==> src/psc_pkg.sv <==
/*
  Constants for the power switch controller register bank: register pointers,
  field positions, reset values, link operation codes and synchroniser layout.
  Assumes nothing of its surroundings; imported whole by every design file.
*/
package psc_pkg;

  // register pointer values (low three bits of the command byte)
  localparam logic [2:0] REG_CTRL      = 3'h0;
  localparam logic [2:0] REG_ALERT     = 3'h1;
  localparam logic [2:0] REG_STATUS    = 3'h2;
  localparam logic [2:0] REG_FAULT     = 3'h3;
  localparam logic [2:0] REG_SENSE     = 3'h4;
  localparam logic [2:0] REG_SOURCE    = 3'h5;
  localparam logic [2:0] REG_AUX       = 3'h6;
  localparam logic [2:0] REG_AUX_ALIAS = 3'h7;
  localparam int         NUM_REGS      = 7;
  localparam logic [2:0] PTR_RST       = 3'h0;

  // control_config fields
  localparam int CTL_GPIO_HI  = 7;
  localparam int CTL_GPIO_LO  = 6;
  localparam int CTL_TEST     = 5;
  localparam int CTL_MASS     = 4;
  localparam int CTL_SWITCH   = 3;
  localparam int CTL_RETRY_OC = 2;
  localparam int CTL_RETRY_UV = 1;
  localparam int CTL_RETRY_OV = 0;
  localparam logic [7:0] CTRL_RST = 8'h13;

  // general pin function, as {bit7, bit6}
  localparam logic [1:0] GP_PGOOD = 2'h0;
  localparam logic [1:0] GP_OUT   = 2'h1;
  localparam logic [1:0] GP_PBAD  = 2'h2;
  localparam logic [1:0] GP_IN    = 2'h3;

  // alert_enable fields
  localparam int         ALR_GPIO_OUT = 6;
  localparam logic [7:0] ALERT_RST    = 8'h00;
  localparam logic [7:0] ALERT_MASK   = 8'h7F;

  // fault_log / alert enable / status bit positions shared by fault classes
  localparam int         F_SHORT    = 5;
  localparam int         F_CARD     = 4;
  localparam int         F_PBAD     = 3;
  localparam int         F_OC       = 2;
  localparam int         F_UV       = 1;
  localparam int         F_OV       = 0;
  localparam int         ST_SWITCH  = 7;
  localparam int         ST_GPIO    = 6;
  localparam logic [7:0] FAULT_RST  = 8'h00;
  localparam logic [7:0] FAULT_MASK = 8'h3F;
  localparam logic [7:0] ADC_RST    = 8'h00;

  // current sense code above which a shorted switch is suspected
  localparam logic [7:0] SHORT_CODE = 8'h07;

  // link operation codes presented with each link clock rising edge
  localparam logic [1:0] OP_IDLE = 2'h0;
  localparam logic [1:0] OP_CMD  = 2'h1;
  localparam logic [1:0] OP_WR   = 2'h2;
  localparam logic [1:0] OP_RD   = 2'h3;

  // layout of the synchronised input vector
  localparam int SY_LCLK = 0;
  localparam int SY_OP   = 1;
  localparam int SY_BC   = 3;
  localparam int SY_DATA = 4;
  localparam int SY_CARD = 12;
  localparam int SY_FB   = 13;
  localparam int SY_UV   = 14;
  localparam int SY_OV   = 15;
  localparam int SY_GPIO = 16;
  localparam int SY_W    = 17;

  // cycles after reset before edges are trusted
  localparam logic [1:0] PRIME_CYCLES = 2'h3;

endpackage

==> src/psc_sync_if.sv <==
/*
  Carrier between the register bank and its input synchroniser: raw pin
  levels in, synchronised levels and edge pulses out.
  Assumes the psc_pkg package is compiled first.
*/
`timescale 1ns/1ns
interface psc_sync_if;
  import psc_pkg::*;
  logic [SY_W-1:0] raw;
  logic [SY_W-1:0] lvl;
  logic [SY_W-1:0] rise;
  logic [SY_W-1:0] fall;
  modport src (input raw, output lvl, output rise, output fall);
  modport snk (output raw, input lvl, input rise, input fall);
endinterface

==> src/psc_regs.sv <==
/*
  Register bank of a supply switch controller: control, alert enables, live
  status, sticky fault log and three ADC result registers, reached through a
  byte link sampled on the rising edge of its own clock.
  Assumes a protocol engine outside presents one operation per link clock
  rising edge, with op, broadcast flag and data stable around that edge.
*/
`timescale 1ns/1ns
// Summary of operation
// - only pointer bits 2:0 decode; pointers 6 and 7 both reach aux result
// - ADC result registers take writes only while test mode is set
// - test mode halts ADC updates; test mode bit resets to zero
// - bits 7:6 pick power-good, output bit, power-bad or input on pin
// - output mode drives pin from alert register bit 6, reset zero
// - broadcast-address writes accepted only while mass write bit set, reset one
// - switch control bit one turns pass switch on, zero turns it off
// - retry per fault only when enabled; overcurrent off, under/over on at reset
// - alert pulled low on logged fault only if its enable is set
// - status bit 7 shows switch on
// - status bit 6 shows live level of the general pin
// - status bit 5 shows sense above 2mV with switch off
// - status bit 4 shows card detect low
// - status bit 3 shows output feedback low
// - status bit 2 shows overcurrent cool-down in progress
// - status bit 1 shows undervoltage input low
// - status bit 0 shows overvoltage input high
// - fault bit 5 set when sense result exceeds 7 with switch off
// - fault bit 4 set on any card detect change
// - fault bit 3 set when output feedback falls
// - fault bit 2 set on overcurrent fault
// - fault bit 1 on undervoltage falling, bit 0 on overvoltage rising
// - command byte low bits latch into pointer, kept after transaction
// - no new alert for a class whose fault bit is still set
// - alert released when device is individually addressed
module psc_regs
  import psc_pkg::*;
(
  input  wire logic       clk_sys,
  input  wire logic       srst,
  input  wire logic       lnk_clk,
  input  wire logic [1:0] lnk_op,
  input  wire logic       lnk_bcast,
  input  wire logic [7:0] lnk_wdata,
  output logic      [7:0] lnk_rdata,
  input  wire logic       card_detect_input,
  input  wire logic       output_feedback_input,
  input  wire logic       undervoltage_input,
  input  wire logic       overvoltage_input,
  input  wire logic       gpio_pin_in,
  output logic            gpio_pin_out,
  output logic            gpio_pin_oe,
  output logic            alert_out,
  output logic            alert_oe,
  input  wire logic       oc_fault_pulse,
  input  wire logic       oc_cooldown,
  input  wire logic       adc_valid,
  input  wire logic [7:0] adc_sense,
  input  wire logic [7:0] adc_source,
  input  wire logic [7:0] adc_aux,
  output logic            adc_halt,
  output logic            switch_on,
  output logic            retry_oc_en,
  output logic            retry_uv_en,
  output logic            retry_ov_en
);

  typedef struct packed {
    logic [2:0] ptr;
    logic [7:0] ctrl;
    logic [7:0] alrt;
    logic [7:0] fault;
    logic [7:0] sense;
    logic [7:0] src;
    logic [7:0] aux;
    logic [7:0] rdata;
    logic       alert_pull;
    logic       gpio_out;
    logic       gpio_oe;
    logic       adc_halt;
    logic       sw_on;
    logic       r_oc;
    logic       r_uv;
    logic       r_ov;
  } psc_regs_st_t;

  localparam psc_regs_st_t ST_RST = '{
    ptr: PTR_RST, ctrl: CTRL_RST, alrt: ALERT_RST, fault: FAULT_RST,
    sense: ADC_RST, src: ADC_RST, aux: ADC_RST, rdata: 8'h00,
    alert_pull: 1'b0, gpio_out: 1'b0, gpio_oe: 1'b0, adc_halt: 1'b0,
    sw_on: 1'b0, r_oc: 1'b0, r_uv: 1'b1, r_ov: 1'b1
  };

  psc_regs_st_t        st_q;
  psc_regs_st_t        st_d;
  logic                lnk_edge_w;
  logic [1:0]          op_w;
  logic                bc_w;
  logic [7:0]          wd_w;
  logic                accept_w;
  logic                addressed_w;
  logic                wr_w;
  logic                rd_w;
  logic [NUM_REGS-1:0] sel_w;
  logic [7:0]          status_w;
  logic [7:0]          events_w;
  logic [7:0]          fault_rise_w;
  logic [7:0]          new_alert_w;
  logic                short_now_w;

  psc_sync_if sy ();

  assign sy.raw = {gpio_pin_in, overvoltage_input, undervoltage_input,
                   output_feedback_input, card_detect_input, lnk_wdata,
                   lnk_bcast, lnk_op, lnk_clk};

  psc_sync u_sync (
    .clk_sys (clk_sys),
    .srst    (srst),
    .sy      (sy)
  );

  // one-hot register select; pointer 7 aliases the aux result
  function automatic logic [NUM_REGS-1:0] reg_sel(input logic [2:0] p);
    logic [NUM_REGS-1:0] s;
    s = '0;
    case (p)
      REG_CTRL:      s = 7'h01;
      REG_ALERT:     s = 7'h02;
      REG_STATUS:    s = 7'h04;
      REG_FAULT:     s = 7'h08;
      REG_SENSE:     s = 7'h10;
      REG_SOURCE:    s = 7'h20;
      REG_AUX:       s = 7'h40;
      REG_AUX_ALIAS: s = 7'h40;
      default:       s = 7'h00;
    endcase
    return s;
  endfunction

  always_comb begin
    st_d        = st_q;
    lnk_edge_w  = sy.rise[SY_LCLK];
    op_w        = sy.lvl[SY_OP +: 2];
    bc_w        = sy.lvl[SY_BC];
    wd_w        = sy.lvl[SY_DATA +: 8];
    accept_w    = lnk_edge_w && (op_w != OP_IDLE) && (!bc_w || st_q.ctrl[CTL_MASS]);
    addressed_w = lnk_edge_w && (op_w != OP_IDLE) && !bc_w;
    wr_w        = accept_w && (op_w == OP_WR);
    // broadcast reads would collide on the wire, so only direct reads answer
    rd_w        = addressed_w && (op_w == OP_RD);
    sel_w       = reg_sel(st_q.ptr);
    short_now_w = (st_q.sense > SHORT_CODE) && !st_q.ctrl[CTL_SWITCH];

    status_w[ST_SWITCH] = st_q.sw_on;
    status_w[ST_GPIO]   = sy.lvl[SY_GPIO];
    status_w[F_SHORT]   = short_now_w;
    status_w[F_CARD]    = !sy.lvl[SY_CARD];
    status_w[F_PBAD]    = !sy.lvl[SY_FB];
    status_w[F_OC]      = oc_cooldown;
    status_w[F_UV]      = !sy.lvl[SY_UV];
    status_w[F_OV]      = sy.lvl[SY_OV];

    events_w[F_SHORT] = short_now_w;
    events_w[F_CARD]  = sy.rise[SY_CARD] || sy.fall[SY_CARD];
    events_w[F_PBAD]  = sy.fall[SY_FB];
    events_w[F_OC]    = oc_fault_pulse;
    events_w[F_UV]    = sy.fall[SY_UV];
    events_w[F_OV]    = sy.rise[SY_OV];
    events_w[7:6]     = 2'h0;

    if (accept_w && (op_w == OP_CMD)) begin
      st_d.ptr = wd_w[2:0];
    end

    if (adc_valid && !st_q.ctrl[CTL_TEST]) begin
      st_d.sense = adc_sense;
      st_d.src   = adc_source;
      st_d.aux   = adc_aux;
    end

    if (wr_w) begin
      if (sel_w[0]) begin
        st_d.ctrl = wd_w;
      end
      if (sel_w[1]) begin
        st_d.alrt = wd_w & ALERT_MASK;
      end
      // writing zero clears a bit, writing one keeps it
      if (sel_w[3]) begin
        st_d.fault = st_q.fault & wd_w;
      end
      // ADC results writable in test mode only
      if (st_q.ctrl[CTL_TEST]) begin
        if (sel_w[4]) begin
          st_d.sense = wd_w;
        end
        if (sel_w[5]) begin
          st_d.src = wd_w;
        end
        if (sel_w[6]) begin
          st_d.aux = wd_w;
        end
      end
    end

    // a fault event in the clearing cycle still lands
    st_d.fault = (st_d.fault | events_w) & FAULT_MASK;

    // only a bit going from clear to set can raise an alert
    fault_rise_w = st_d.fault & ~st_q.fault;
    new_alert_w  = fault_rise_w & st_q.alrt & FAULT_MASK;

    // release when addressed; a fresh alert in the same cycle wins
    if (addressed_w) begin
      st_d.alert_pull = 1'b0;
    end
    if (|new_alert_w) begin
      st_d.alert_pull = 1'b1;
    end

    if (rd_w) begin
      st_d.rdata = ({8{sel_w[0]}} & st_q.ctrl)  | ({8{sel_w[1]}} & st_q.alrt)
                 | ({8{sel_w[2]}} & status_w)   | ({8{sel_w[3]}} & st_q.fault)
                 | ({8{sel_w[4]}} & st_q.sense) | ({8{sel_w[5]}} & st_q.src)
                 | ({8{sel_w[6]}} & st_q.aux);
    end

    st_d.sw_on    = st_q.ctrl[CTL_SWITCH];
    // retry enables to the fault timers
    st_d.r_oc     = st_q.ctrl[CTL_RETRY_OC];
    st_d.r_uv     = st_q.ctrl[CTL_RETRY_UV];
    st_d.r_ov     = st_q.ctrl[CTL_RETRY_OV];
    st_d.adc_halt = st_q.ctrl[CTL_TEST];

    case (st_q.ctrl[CTL_GPIO_HI:CTL_GPIO_LO])
      GP_PGOOD: begin
        st_d.gpio_out = !status_w[F_PBAD];
        st_d.gpio_oe  = 1'b1;
      end
      GP_PBAD: begin
        st_d.gpio_out = status_w[F_PBAD];
        st_d.gpio_oe  = 1'b1;
      end
      GP_OUT: begin
        st_d.gpio_out = st_q.alrt[ALR_GPIO_OUT];
        st_d.gpio_oe  = 1'b1;
      end
      default: begin
        st_d.gpio_out = 1'b0;
        st_d.gpio_oe  = 1'b0;
      end
    endcase
  end

  always_ff @(posedge clk_sys) begin
    if (srst) begin
      st_q <= ST_RST;
    end else begin
      st_q <= st_d;
    end
  end

  assign lnk_rdata    = st_q.rdata;
  assign gpio_pin_out = st_q.gpio_out;
  assign gpio_pin_oe  = st_q.gpio_oe;
  // open-drain: the pin is only ever pulled low
  assign alert_out    = 1'b0;
  assign alert_oe     = st_q.alert_pull;
  assign adc_halt     = st_q.adc_halt;
  assign switch_on    = st_q.sw_on;
  assign retry_oc_en  = st_q.r_oc;
  assign retry_uv_en  = st_q.r_uv;
  assign retry_ov_en  = st_q.r_ov;
endmodule

==> src/psc_sync.sv <==
/*
  Two-flop synchroniser with edge detection for every asynchronous input of
  the register bank, the link clock among them.
  Assumes clk_sys runs much faster than any input toggles (link clock period 130 ns).
*/
`timescale 1ns/1ns
module psc_sync
  import psc_pkg::*;
(
  input wire logic clk_sys,
  input wire logic srst,
  psc_sync_if.src  sy
);

  typedef struct packed {
    logic [SY_W-1:0] s1;
    logic [SY_W-1:0] s2;
    logic [SY_W-1:0] s3;
    logic [1:0]      cnt;
  } psc_sync_st_t;

  psc_sync_st_t st_q;
  psc_sync_st_t st_d;
  logic         primed;

  always_comb begin
    st_d    = st_q;
    st_d.s1 = sy.raw;
    st_d.s2 = st_q.s1;
    st_d.s3 = st_q.s2;
    if (st_q.cnt != PRIME_CYCLES) begin
      st_d.cnt = st_q.cnt + 2'h1;
    end
  end

  always_ff @(posedge clk_sys) begin
    if (srst) begin
      st_q <= '0;
    end else begin
      st_q <= st_d;
    end
  end

  // edges are suppressed until s3 holds real data, so reset is no false change
  assign primed  = (st_q.cnt == PRIME_CYCLES);
  assign sy.lvl  = st_q.s2;
  assign sy.rise = st_q.s2 & ~st_q.s3 & {SY_W{primed}};
  assign sy.fall = ~st_q.s2 & st_q.s3 & {SY_W{primed}};

endmodule

==> config.mk <==
export PLATFORM = sky130hd
export DESIGN_NAME = psc_regs
export DESIGN_NICKNAME = d
export VERILOG_FILES = /design/src/psc_pkg.sv /design/src/psc_sync_if.sv /design/src/psc_regs.sv /design/src/psc_sync.sv
export SDC_FILE = /design/constraint.sdc
export NUM_CORES = 1
export LEC_CHECK = 0
export BUFFER_PORTS_ARGS = -buffer_cell sky130_fd_sc_hd__buf_2
export CAP_MARGIN = 20
export CORE_MARGIN = 4
export CORE_UTILIZATION = 44
export CTS_BUF_LIST = sky130_fd_sc_hd__clkbuf_4 sky130_fd_sc_hd__clkbuf_8
export CTS_CLUSTER_SIZE = 10
export DETAILED_ROUTE_END_ITERATION = 16
export GPL_TIMING_DRIVEN = 1
export PLACE_DENSITY = 0.72
export SLEW_MARGIN = 10
export SYNTH_ARGS = -nofsm -noshare
export SYNTH_HDL_FRONTEND = slang
export SYNTH_SLANG_ARGS = --single-unit
==> constraint.sdc <==
create_clock -name clk_sys -period 1.8 [get_ports clk_sys]
set_input_delay 0.09 -clock clk_sys [delete_from_list [all_inputs] [get_ports clk_sys]]
set_output_delay 0.09 -clock clk_sys [all_outputs]
set_load 0.1 [all_outputs]
# Word-level counts from Yosys, hierarchy flattened
# Memories as Yosys holds them, arrays and structs flattened. A register that Yosys moved wholly into a read port is not among the register bits.
# Index checks and enable logic that the tools add are counted.
totals:
  reg_bits: 116
  latchBits: 0
  ram_bits: 0
  rom_bits: 56
  output_inout_bits: 17
  wordCells: 88
  memories: 1
classes:
  addsub: 1
  multipliers: 0
  div_mod_pow: 0
  n_lt_le_gt_ge: 1
  eq_ne: 7
  n_shift: 0
  muxes: 12
  bitwise_logic: 24
  reduce_logical: 22
mem_list:
  columns: ["name", "depth", "width", "rd", "rd_ports_with_merged_regs", "write_ports", "line_no", "source"]
  rows:
  - ["(name not given)", 8, 7, 1, 1, 0, "psc_regs.sv:126", "case (p)"]
ops:
  columns: ["operator", "count"]
  rows:
  - ["24-bit two-way mux", 2]
  - ["8-bit bitwise OR", 6]
  - ["8-bit AND", 5]
  - ["16-bit AND", 2]
  - ["15-bit AND", 2]
  - ["30-bit two-way mux", 1]
  - ["8-bit two-way mux", 3]
  - ["6-bit AND", 3]
  - ["16-bit NOT", 1]
  - ["15-bit NOT", 1]
  - ["8-bit by 6-bit AND with 8-bit output", 1]
  - ["8-bit by 7-bit AND with 8-bit output", 1]
  - ["2-bit equality test, second input constant", 4]
  - ["8-bit by 3-bit > comparator with 1-bit output, second input constant", 1]
  - ["1-bit logical AND", 8]
  - ["1-bit zero test", 6]
  - ["3-bit two-way mux", 2]
  - ["6-bit two-way mux", 1]
  - ["6-bit NOT", 1]
  - ["6-bit bitwise OR", 1]
  - ["2-bit one-hot mux with 3 select lines", 1]
  - ["6-bit OR reduction", 1]
  - ["2-bit by 1-bit equality test with 1-bit output, second input constant", 2]
  - ["2-bit AND reduction", 2]
  - ["other kinds (6)", 9]

# Longest topological paths before layout
# Gate-level depths: netlist of the first run.
logic_depth:
  ltp_word: 12
  depth_mapped: 8
  ltp_nobuf: 5

# Cells and area by module
# From an unflattened synthesis of the first run, not the netlist that was laid out.
hier_totals:
  cells_unflattened: 534
  hier_area_um2: 5270.1
by_module_without_submodules:
  columns: ["module", "n_inst", "cells_per_inst", "area_each_um2", "seq_area_each_um2"]
  rows:
  - ["psc_regs", 1, 347, 3373.2, 1421.4]
  - ["psc_sync", 1, 187, 1896.8, 1061.0]

# Least setup slack after synthesis of the first run
# No wires, ideal clock.
synth_path:
  path_kind: "register to register"
  from: "register u_sync.st_q[0] (netlist name)"
  to: "register st_q, in the netlist st_d[0]"
  arrival_ns: 1.469
  t_required_ns: 1.681
  setup_slack_ns: 0.212
  stages_incl_launch_ff: 8
  n_path_buf: 2
  synth_period_minus_slack_ns: 1.588
  cell_sequence: "dfxtp_1 -> ha_1 -> buf_6 -> and3b_4 -> buf_12 -> nand4_2 -> mux2i_1 -> nand2_1"
synth_between:
  elab_chain_cells: 6
synth_rtl:
  columns: ["item", "line_no", "source"]
  rows:
  - ["from (decl)", "psc_sync.sv:22", "psc_sync_st_t st_q;"]
  - ["from (signal assigned)", "psc_sync.sv:40", "st_q <= st_d;"]
  - ["2-bit equality test", "psc_sync.sv:45", "assign primed = (st_q.cnt == PRIME_CYCLES);"]
  - ["16-bit AND", "psc_sync.sv:47", "assign sy.rise = st_q.s2 & ~st_q.s3 & {SY_W{primed}};"]
  - ["1-bit logical AND (2 in a row)", "psc_regs.sv:146", "accept_w = lnk_edge_w && (op_w != OP_IDLE) && (!bc_w || st_q.ctrl[CTL_MASS]);"]
  - ["1-bit logical AND", "psc_regs.sv:148", "wr_w = accept_w && (op_w == OP_WR);"]
  - ["2-bit AND reduction (no line)", null, null]
  - ["to (signal assigned)", "psc_regs.sv:259", "st_q <= st_d;"]
  - ["to (decl)", "psc_regs.sv:93", "psc_regs_st_t st_q;"]
# Every way passes these cells.
# A chain may end at the register's enable or synchronous reset.

# Final worst setup path of the first run
layout_path:
  from: "register u_sync.st_q[0] (netlist name)"
  to: "register st_q[28] (netlist name)"
layout_between:
  elab_chain_cells: 6
layout_rtl:
  columns: ["item", "line_no", "source"]
  rows:
  - ["2-bit equality test", "psc_sync.sv:45", null]
  - ["16-bit AND", "psc_sync.sv:47", null]
  - ["1-bit logical AND (2 in a row)", "psc_regs.sv:146", null]
  - ["1-bit logical AND", "psc_regs.sv:148", null]
  - ["30-bit two-way mux", "psc_regs.sv:181", "if (wr_w) begin"]
# Every way passes these cells.

==> results of run 1 <==
==> how the worst max path moves through the flow <==
stage,slack [ns],from,end
2_1_floorplan,0.21,u_sync.st_q[0],st_d[0]
3_3_place_gp,0.18,u_sync.st_q[0],sel_w[4]
3_5_place_dp,0.1,u_sync.st_q[0],sel_w[3]
4_1_cts,0.06,u_sync.st_q[0],sel_w[3]
5_1_grt,-0.03,u_sync.st_q[0],st_q[28]
6_report,0.09,u_sync.st_q[0],st_q[28]
==> synthesized netlist by cell type, types with 3 or more instances <==
master	number	area [sq um]
dfxtp_1	112	2240
nor2b_1	52	325
nor2_1	51	191
mux2i_1	46	460
a211oi_1	25	188
a21oi_1	16	80.1
a22oi_1	15	113
buf_4	15	113
nand2_1	14	52.6
clkbuf_1	12	45.0
nor3_1	9	45.0
a222oi_1	6	60.1
buf_2	6	30.0
inv_1	6	22.5
a31o_2	5	43.8
buf_6	5	56.3
nand4_4	4	85.1
o21ai_0	4	20.0
nand3b_1	3	22.5
==> repair_timing <==
action / 4_1_cts / 5_1_grt
hold buffers: 18 / 0
setup endpoints to repair: 0 / 10
hold endpoints to repair: 18 / 0
gates resized for setup: 0 / 6
setup buffers: 0 / 0
==> per-stage QoR <==
| stage | total power, W | setup TNS (ns) |
|---|---|---|
| 2_1_floorplan | 0.00287 | 0 |
| 3_3_place_gp | 0.00297 | 0 |
| 3_5_place_dp | 0.00298 | 0 |
| 4_1_cts | 0.00484 | 0 |
| 5_1_grt | 0.00498 | -0.153 |
| 6_report | 0.00481 | 0 |
==> per-layer routing <==
metal	vias up	track usage [%]	wire length, um
met3	19	4.50	891
met4	0	7.21	238
li1	1644	-	-
met1	1596	23.8	4440
met2	130	30.1	4780
met5	-	0	0
==> flip-flops by register name, indices dropped and copies added (netlist names) <==
register       flops
st_q              43
u_sync.st_d       17
u_sync.sy.lvl     17
lnk_rdata          8
sel_w              7
u_sync.st_q        7
st_d               5
adc_halt           1
alert_oe           1
gpio_pin_oe        1
gpio_pin_out       1
retry_oc_en        1
retry_ov_en        1
retry_uv_en        1
switch_on          1
==> power breakdown <==
| group | internal, W | switching, W | total [W] |
|---|---|---|---|
| logic | 0.000167 | 0.000164 | 0.000331 |
| registers | 0.00257 | 0.0000637 | 0.00263 |
| clock network | 0.000954 | 0.000896 | 0.00185 |
==> cell families after synthesis <==
family	synth area share, %
adder cells (fa/ha/maj)	0.279
XOR/XNOR	0.390
flip-flops	50.0
multiplexers	10.3
other	0.0836
buffers and inverters	6.38
AND/OR/NAND/NOR	19.2
AO/OA/AOI/OAI	13.4
==> worst min-delay path, delay by kind of cell <==
family	cells	cell delay [ns]
muxes	1	0.12
buffers and inverters	1	0.10
AOI/OAI and AO/OA	1	0.08
==> final cells by class <==
type | instances | area, sq um
inverters | 6 | 22.5
clock buffers | 9 | 124
flip-flops and latches | 112 | 2240
clock inverters | 7 | 136
repair buffers | 89 | 576
well taps | 133 | 166
multi-input cells | 282 | 1990
fillers | 870 | 4610
==> run_results.csv, run 1 <==
group,metric,value,unit
timing,layout_setup_ws,0.0864,ns
grt,grt.overflow.total,0,
hold_path,hold_depth,3,
timing,hold_viol,0,
clock_tree,htree_levels,3,
placement,place_area,4790,sq um
hold_path,hold_class,"primary input to register",
detailed_routing,wl_per_cell,16.2,um
synthesis,synth_edf_count,0,
synthesis,seq_area_frac_synth,50.0,%
hold_path,hp-start,"adc_sense[7]",
critical_path,path_class,"register to register",
pwr,ir_worst_vdd,482,uV
timing,worst_pin_slew,0.551,ns
clock_tree,clockBufferDepth,2,
critical_path,slowest_delay,0.37,ns
critical_path,worstPathMaxFanout,16,
timing,setup_viol,0,
grt,grt_max_degree,42,
outcome,status,"finished clean",
die,start_util,45.5,%
grt,grt_pass1_wl,17000,um
critical_path,critPathRequiredTime,2.06,ns
layout,layout_common_cells,"112 x dfxtp_1, 60 x buf_2, 51 x nor2b_1",
detailed_routing,totalWireLength,10300,um
timing,worst_hold_slack,0.0462,ns
synthesis,avgSynthCellArea,10.2,sq um
clock_tree,cts_tree,"done",
synthesis,synth_warnings,0,
die,ios,63,
timing,finalCritPeriodShare,95.2,%
grt,track_usage,18.6,%
placement,gp_congestion,0.897,
critical_path,reg2regPathDepth,6,
detailed_routing,ant_nets,0,
grt,grt_pass1_vias,3383,
layout,final_util,53.2,%
die,die_height,109,um
critical_path,timing.rr.start,"u_sync.st_q[0]",
critical_path,r2r_setup_slack,0.09,ns
layout,drive_above_1_share,22.4,%
synthesis,ys_seq_elements,112,
timing,slew_violations,0,
layout,final_cells,638,
critical_path,crit_cells,6,
synthesis,synth_cells,439,
clock_tree,cts-root-buf,"clkbuf_8",
die,core,9860,sq um
grt,antenna_found_initial,0,
critical_path,cp_num_buf_inv,1,
synthesis,synthFlopType,"dfxtp_1",
synthesis,synth_fp_nets,486,
critical_path,cp-start-kind,"register",
layout,diodes,0,
job,cap_viol_max_count,0,
placement,post-place-ws,0.0997,ns
layout,syn2layout_area_growth,17.0,%
synthesis,synth-async-reset-ratio,0,%
timing,rsz0062_at_grt,"yes",
synthesis,syn-cell-area,4490,sq um
critical_path,critical_path.top_delay_family,"simple AND/OR/NAND/NOR gates",
hold_path,hold_end,"st_q[39]",
placement,io_buffers,61,
die,row_count,36,
pwr,leakage,2.21,nW
clock_tree,path_clk_slew,0.11,ns
timing,finalCriticalPeriod,1.71,ns
detailed_routing,firstDrtPassIters,7,
critical_path,rr_endpoint,"st_q[28]",
synthesis,ys_types,42,
clock_tree,clock_sinks,112,
pwr,powerDensity,916,nW/um^2
timing,skew,0.0126,ns
die,die_width,109,um
detailed_routing,drc,0,
layout,layout_commonest_cell,"dfxtp_1",
clock_tree,insertion_delay,0.38,ns
detailed_routing,drtIter0Drc,276,
detailed_routing,route.vias.total,3389,
layout,final_area,5250,sq um
critical_path,crit_slowest_cell,"dfxtp_1",
critical_path,crit_chain,"ha_1 -> and3b_4 -> buf_4 -> nand4_4 -> nor2_1 -> a211oi_2",
placement,hpwl,7210,um
clock_tree,numCtsBuffers,9,
critical_path,arrival,1.97,ns
die,dieArea,11900,sq um
timing,max_freq,0.584,GHz
detailed_routing,viasPerCell,5.31,
placement,place_inst,604,
timing,maxSlewHeadroom,63.2,%
critical_path,endpoint_kind,"register",
layout,nets,547,
Note: power is estimated with default switching activity, not from simulation.
==> inputs of run 2 (changes only) <==
CELL_PAD_IN_SITES_DETAIL_PLACEMENT = 0   (was unset)
CELL_PAD_IN_SITES_GLOBAL_PLACEMENT = 1   (was unset)
PLACE_DENSITY = 0.87   (was 0.72)
==> run 2 against run 1 <==
Compared with the run above:
- register-to-register slack better by 0.06 ns
- sequential power about the same
- first-iteration DRC count down 3.6%
- power down 7.0%
- worst setup slack better by 0.062 ns
- critical path depth down 1
- sequential share of layout area up 0.45 points
- clock skew down 0.0043 ns
- largest cell class unchanged
- largest power group unchanged
==> run_results.csv, run 2 (synthesis gave the netlist of run 1 again) <==
group,metric,value,unit
outcome,status,"finished clean",
pwr,p_switching,0.00109,W
layout,diodes,0,
detailed_routing,totalWireLength,10400,um
pwr,internal_power,0.00339,W
critical_path,cp_num_buf_inv,1,
layout,fillers,897,
grt,antenna_found_initial,0,
clock_tree,path_clk_slew,0.10,ns
clock_tree,htree_levels,3,
die,die_width,109,um
grt,grt_pass1_vias,3203,
critical_path,crit_end,"st_q[30]",
timing,worst_pin_slew,0.554,ns
timing,fin_setup_tns,0,ns
clock_tree,clock_sinks,112,
detailed_routing,viasPerCell,5.23,
grt,grt_pass1_wl,16600,um
timing,skew,0.00830,ns
critical_path,arrival,1.94,ns
layout,largest-register,"st_q",
critical_path,worstPathMaxFanout,16,
layout,layout_commonest_cell,"dfxtp_1",
grt,grt_max_degree,47,
grt,grt.overflow.total,0,
critical_path,endpoint_kind,"register",
critical_path,crit_cells,5,
detailed_routing,drtIter0Drc,266,
pwr,p_sw_share,24.3,%
timing,hold_viol,0,
layout,syn2layout_area_growth,15.8,%
detailed_routing,firstDrtPassIters,5,
critical_path,critPathLaunch,"u_sync.st_q[0]",
placement,hpwl,7210,um
placement,gp_congestion,0.866,
critical_path,critical_path.top_delay_family,"simple AND/OR/NAND/NOR gates",
layout,nets,549,
hold_path,hold_class,"primary input to register",
pwr,leakage,2.19,nW
detailed_routing,ant_nets,0,
detailed_routing,route.vias.total,3342,
die,start_util,45.5,%
clock_tree,clockBufferDepth,2,
timing,finalCritPeriodShare,91.7,%
timing,setup_viol,0,
timing,finalCriticalPeriod,1.65,ns
die,ios,63,
pwr,pwr-share-clk,34.0,%
critical_path,crit_chain,"ha_1 -> and3b_4 -> buf_4 -> nand4_4 -> a211oi_1",
critical_path,path_class,"register to register",
timing,worst_hold_slack,0.0569,ns
clock_tree,cts-root-buf,"clkbuf_8",
clock_tree,insertion_delay,0.38,ns
job,cap_viol_max_count,0,
critical_path,cp-start-kind,"register",
detailed_routing,drc,0,
pwr,ir_worst_vdd,577,uV
layout,largest_reg_flops,43,
critical_path,timing.rr.start,"u_sync.st_q[0]",
pwr,comb_power_share,7.2,%
critical_path,reg2regPathDepth,5,
die,dieArea,11900,sq um
critical_path,slowest_delay,0.36,ns
clock_tree,postCtsSetupRepairBufs,0,
clock_tree,numCtsBuffers,9,
die,core,9860,sq um
die,row_count,36,
layout,drive_above_1_share,21.5,%
die,die_height,109,um
pwr,power_frac_seq,58.8,%
pwr,powerDensity,861,nW/um^2
timing,slew_violations,0,
grt,track_usage,18.2,%
critical_path,r2r_setup_slack,0.15,ns
critical_path,crit_slowest_cell,"dfxtp_1",
critical_path,critPathRequiredTime,2.09,ns
layout,layout_common_cells,"112 x dfxtp_1, 60 x buf_2, 51 x nor2_1, 51 x nor2b_1, 46 x mux2i_1",
timing,maxSlewHeadroom,63.0,%
timing,max_freq,0.606,GHz
detailed_routing,wl_per_cell,16.2,um
critical_path,rr_endpoint,"st_q[30]",
clock_tree,cts_tree,"done",
placement,io_buffers,61,
timing,rsz0062_at_grt,"no",
run 2: changes by cell type in the layout (fill, tap and decap cells not counted), moves of 2 or more:
cell       change
a211oi_1       +3
a211oi_2       -3
buf_4          +2
bufinv_16      -2
clkinv_4       +3
run 2: metrics by stage:
step                      util [%]  instance area (sq um)  power (W)  cells  worst slack, ns
after detailed placement      48.7                   4800    0.00298    606            0.155
final                         52.7                   5200    0.00448    639            0.149
after global routing          52.7                   5200    0.00466    639          0.00327
after floorplan                  -                   4490    0.00287    439            0.212
after global placement        48.7                   4800    0.00297    606            0.186
after CTS                     52.5                   5180    0.00450    639            0.141
run 2: tightest hold or removal path: stages:
cell,delay [ns]
buf_2,0.10
mux2i_1,0.13
a211oi_1,0.08
run 2: final cells by class:
cell class / count / area (sq um) / share of cell area (%)
clock inverter: 6 / 76.3 / 1.47
tap: 133 / 166 / 3.20
sequential: 112 / 2240 / 43.1
inverter: 6 / 22.5 / 0.433
multi-input combinational: 282 / 1980 / 38.0
clock buffer: 9 / 124 / 2.38
timing repair buffer: 91 / 591 / 11.4
run 2: metal layers:
layer  global-route usage (%)  wire [um]  vias to the layer above
met3                     5.09        866                       16
li1                         -          -                     1652
met5                        0          0                        -
met4                     5.77        221                        0
met2                     28.4       4640                      140
met1                     24.5       4640                     1534
run 2: worst min path at each step:
stage / cells after the start / start / endpoint / slack [ns]
2_1_floorplan: 1 / lnk_clk / u_sync.st_d[19] / 0.22
3_3_place_gp: 2 / lnk_bcast / u_sync.st_d[22] / 0.30
3_5_place_dp: 2 / card_detect_input / u_sync.st_d[31] / 0.30
4_1_cts: 3 / adc_sense[3] / st_q[35] / 0.05
5_1_grt: 3 / adc_source[1] / st_q[25] / 0.06
6_report: 3 / adc_source[2] / st_q[26] / 0.06
run 2: power groups by stage:
stage	registers [W]	clock network [W]	logic, W
5_1_grt	0.00264	0.00166	0.000357
3_3_place_gp	0.00268	0	0.000285
3_5_place_dp	0.00269	0	0.000292
2_1_floorplan	0.00267	0	0.000200
4_1_cts	0.00263	0.00155	0.000323
6_report	0.00263	0.00152	0.000322
run 2: what timing repair did:
| action | in CTS | in global routing |
|---|---|---|
| gates resized for setup | 0 | 2 |
| hold buffers | 18 | 0 |
| endpoints found under the setup margin | 0 | 1 |
| endpoints found under the hold margin | 18 | 0 |
==> inputs of run 3 (changes only) <==
--- a/config.mk
+++ b/config.mk
@@ -6,4 +6,5 @@
 export NUM_CORES = 1
 export LEC_CHECK = 0
+export ABC_AREA = 1
 export BUFFER_PORTS_ARGS = -buffer_cell sky130_fd_sc_hd__buf_2
 export CAP_MARGIN = 20
@@ -11,10 +12,11 @@
 export CELL_PAD_IN_SITES_GLOBAL_PLACEMENT = 1
 export CORE_MARGIN = 4
-export CORE_UTILIZATION = 44
+export CORE_UTILIZATION = 42
 export CTS_BUF_LIST = sky130_fd_sc_hd__clkbuf_4 sky130_fd_sc_hd__clkbuf_8
 export CTS_CLUSTER_SIZE = 10
 export DETAILED_ROUTE_END_ITERATION = 16
 export GPL_TIMING_DRIVEN = 1
-export PLACE_DENSITY = 0.87
+export PLACE_DENSITY = 0.89
+export RECOVER_POWER = 100
 export SLEW_MARGIN = 10
 export SYNTH_ARGS = -nofsm -noshare
==> constraint.sdc (replaced) <==
create_clock -name clk_sys -period 1.8 [get_ports clk_sys]
set_input_delay 0.36 -clock clk_sys [delete_from_list [all_inputs] [get_ports clk_sys]]
set_output_delay 0.36 -clock clk_sys [all_outputs]
set_load 0.1 [all_outputs]
==> run 3 against run 2 <==
Compared with the run above:
- critical path type unchanged
- worst setup slack lost 0.072 ns
- maximum frequency shrank 4.2%
- final area grew 2.9%
- first-iteration DRC count grew 28%
==> run_results.csv, run 3 <==
group,metric,value,unit
die,dieArea,13100,sq um
grt,grt_pass1_wl,19600,um
timing,skew,0.0186,ns
synthesis,synth.most_common_cell,"nand2_1",
hold_path,hp-start,"lnk_wdata[6]",
clock_tree,cts-hold-fix-buffers,0,
synthesis,synth_cells,701,
clock_tree,htree_levels,3,
pwr,p_switching,0.00120,W
outcome,status,"finished clean",
pwr,power_frac_seq,59.3,%
clock_tree,cts-root-buf,"clkbuf_8",
grt,grt_pass1_vias,3952,
critical_path,timing.rr.start,"u_sync.st_q[1]",
grt,antenna_found_initial,0,
detailed_routing,wl_per_cell,13.5,um
detailed_routing,totalWireLength,12100,um
die,die_width,114,um
pwr,p_sw_share,27.0,%
critical_path,critPathLaunch,"u_sync.st_q[1]",
timing,rsz0062_at_grt,"no",
synthesis,synth-async-reset-ratio,0,%
synthesis,syn-cell-area,4760,sq um
grt,grt.overflow.total,0,
placement,gp_congestion,0.863,
clock_tree,numCtsBuffers,9,
grt,grt_max_degree,62,
detailed_routing,drtIter0Drc,340,
clock_tree,path_clk_slew,0.12,ns
synthesis,synth_common_cells,"186 x nand2_1, 150 x nor2_1, 112 x dfxtp_1",
placement,hpwl,8890,um
synthesis,synth_area_leader_cell,"dfxtp_1",
clock_tree,insertion_delay,0.39,ns
pwr,comb_power_share,8.0,%
job,cap_viol_max_count,0,
die,row_count,38,
detailed_routing,wl_met3,842,um
layout,syn2layout_area_growth,12.4,%
timing,finalCritPeriodShare,95.8,%
synthesis,synth_edf_count,0,
clock_tree,cts_tree,"done",
die,ios,63,
timing,maxSlewHeadroom,63.7,%
detailed_routing,viasPerCell,4.78,
timing,finalCriticalPeriod,1.72,ns
synthesis,avgSynthCellArea,6.79,sq um
detailed_routing,ant_nets,0,
synthesis,synth_warnings,0,
die,core,11000,sq um
timing,setup_viol,0,
layout,diodes,0,
detailed_routing,route.vias.total,4279,
critical_path,cp-start-kind,"register",
pwr,leakage,2.75,nW
hold_path,hold_class,"primary input to register",
pwr,powerDensity,829,nW/um^2
placement,io_buffers,61,
detailed_routing,routed.top_layer,"met4",
layout,layout_common_cells,"186 x nand2_1, 150 x nor2_1, 111 x dfxtp_1",
detailed_routing,m1WireLength,5690,um
timing,max_freq,0.580,GHz
clock_tree,clock_sinks,112,
layout,largest_reg_flops,43,
pwr,pwr-share-clk,32.7,%
die,die_height,114,um
detailed_routing,drc,0,
layout,drive_above_1_share,13.6,%
detailed_routing,routed-wl-met2,5240,um
synthesis,synth_fp_nets,748,
critical_path,arrival,2.03,ns
critical_path,critPathRequiredTime,2.11,ns
pwr,internal_power,0.00324,W
grt,track_usage,19.3,%
layout,layout_commonest_cell,"nand2_1",
timing,slew_violations,0,
layout,nets,797,
timing,worst_pin_slew,0.546,ns
critical_path,worstPathMaxFanout,12,
detailed_routing,firstDrtPassIters,4,
clock_tree,clockBufferDepth,2,
synthesis,synthFlopType,"dfxtp_1",
synthesis,ys_types,29,
die,start_util,43.3,%
timing,hold_viol,0,
critical_path,endpoint_kind,"register",
synthesis,synthTopCellsByArea,"dfxtp_1 47%, nand2_1 15%, nor2_1 12%",
critical_path,path_class,"register to register",
timing,fin_setup_tns,0,ns
layout,final_util,48.7,%
synthesis,synth_top_area_share,47.1,%
pwr,ir_worst_vdd,425,uV
synthesis,ys_seq_elements,112,
layout,largest-register,"st_q",
synthesis,seq_area_frac_synth,47.1,%
==> run 3: cell count changes in the layout (fill, tap and decap cells not counted), sizes merged, moves of 7 or more <==
cell / before / now
a211oi: 25 / 0
a22oi: 15 / 0
a31o: 7 / 0
buf: 73 / 57
clkbuf: 9 / 29
dlygate4sd3: 18 / 0
inv: 8 / 101
mux2i: 46 / 0
nand2: 14 / 187
nand3: 2 / 43
nor2: 51 / 150
nor2b: 52 / 0
o21ai: 4 / 16
==> run 3: timing repair <==
action                                  4_1_cts  5_1_grt
buffers inserted                              0        1
gates resized for setup                       0        2
endpoints found under the setup margin        0        2
==> run 3: worst max-delay path, cell delays in order (launching register included) <==
cell and delay (ns):
dfxtp_1 0.36, ha_2 0.18, nand3_1 0.11, nor3_2 0.20, buf_12 0.17, nand3_4 0.16, inv_2 0.18, nand2_1 0.10
a21oi_1 0.18
==> run 3: worst paths after layout <==
| kind | end | slack, ns | cells after the start |
|---|---|---|---|
| hold / removal | u_sync.st_d[29] | 0.16 | 3 |
| setup / recovery | st_d[4] | 0.08 | 8 |
| hold reg to reg | u_sync.sy.lvl[7] | 0.41 | 2 |
| setup reg to reg | st_d[4] | 0.08 | 8 |
==> run 3: final cells by class <==
cell class | instances | area, sq um
inverters | 99 | 372
repair buffers | 77 | 439
multi-input cells | 451 | 1930
clock buffers | 9 | 124
flip-flops and latches | 112 | 2240
fillers | 1139 | 5630
clock inverters | 7 | 61.3
well taps | 140 | 175
==> run 3: metal layers <==
metal / up-vias / track usage [%]
li1: 2217 / -
met1: 1913 / 26.8
met2: 127 / 29.6
met3: 22 / 3.70
met4: 0 / 7.52
met5: - / 0
==> run 3: cell families (layout without fill, tap and decap cells) <==
family / count (synthesis) / after routing / share of synthesized area [%]
buffers and inverters: 138 / 192 / 12.2
XOR/XNOR: 1 / 1 / 0.184
other: 1 / 1 / 0.0788
adder cells (fa/ha/maj): 1 / 1 / 0.263
AND/OR/NAND/NOR: 405 / 405 / 35.1
AO/OA/AOI/OAI: 43 / 43 / 5.05
flip-flops: 112 / 112 / 47.1
==> run 3: metrics by stage <==
step                cell area, sq um  cells  hold slack, ns  worst slack, ns  power [W]
global placement                5170    878           0.390            0.202    0.00303
global route                    5350    895           0.156          0.00503    0.00462
detailed placement              5170    878           0.393            0.118    0.00304
CTS                             5350    894           0.149            0.106    0.00447
floorplan                       4760    701           0.388            0.195    0.00291
finish                          5350    895           0.161           0.0763    0.00444
==> run 3: power by group through the flow <==
stage | logic (W) | registers, W | clock network [W]
3_5_place_dp | 0.000355 | 0.00269 | 0
2_1_floorplan | 0.000237 | 0.00267 | 0
5_1_grt | 0.000413 | 0.00264 | 0.00157
6_report | 0.000354 | 0.00263 | 0.00145
3_3_place_gp | 0.000344 | 0.00268 | 0
4_1_cts | 0.000358 | 0.00263 | 0.00148
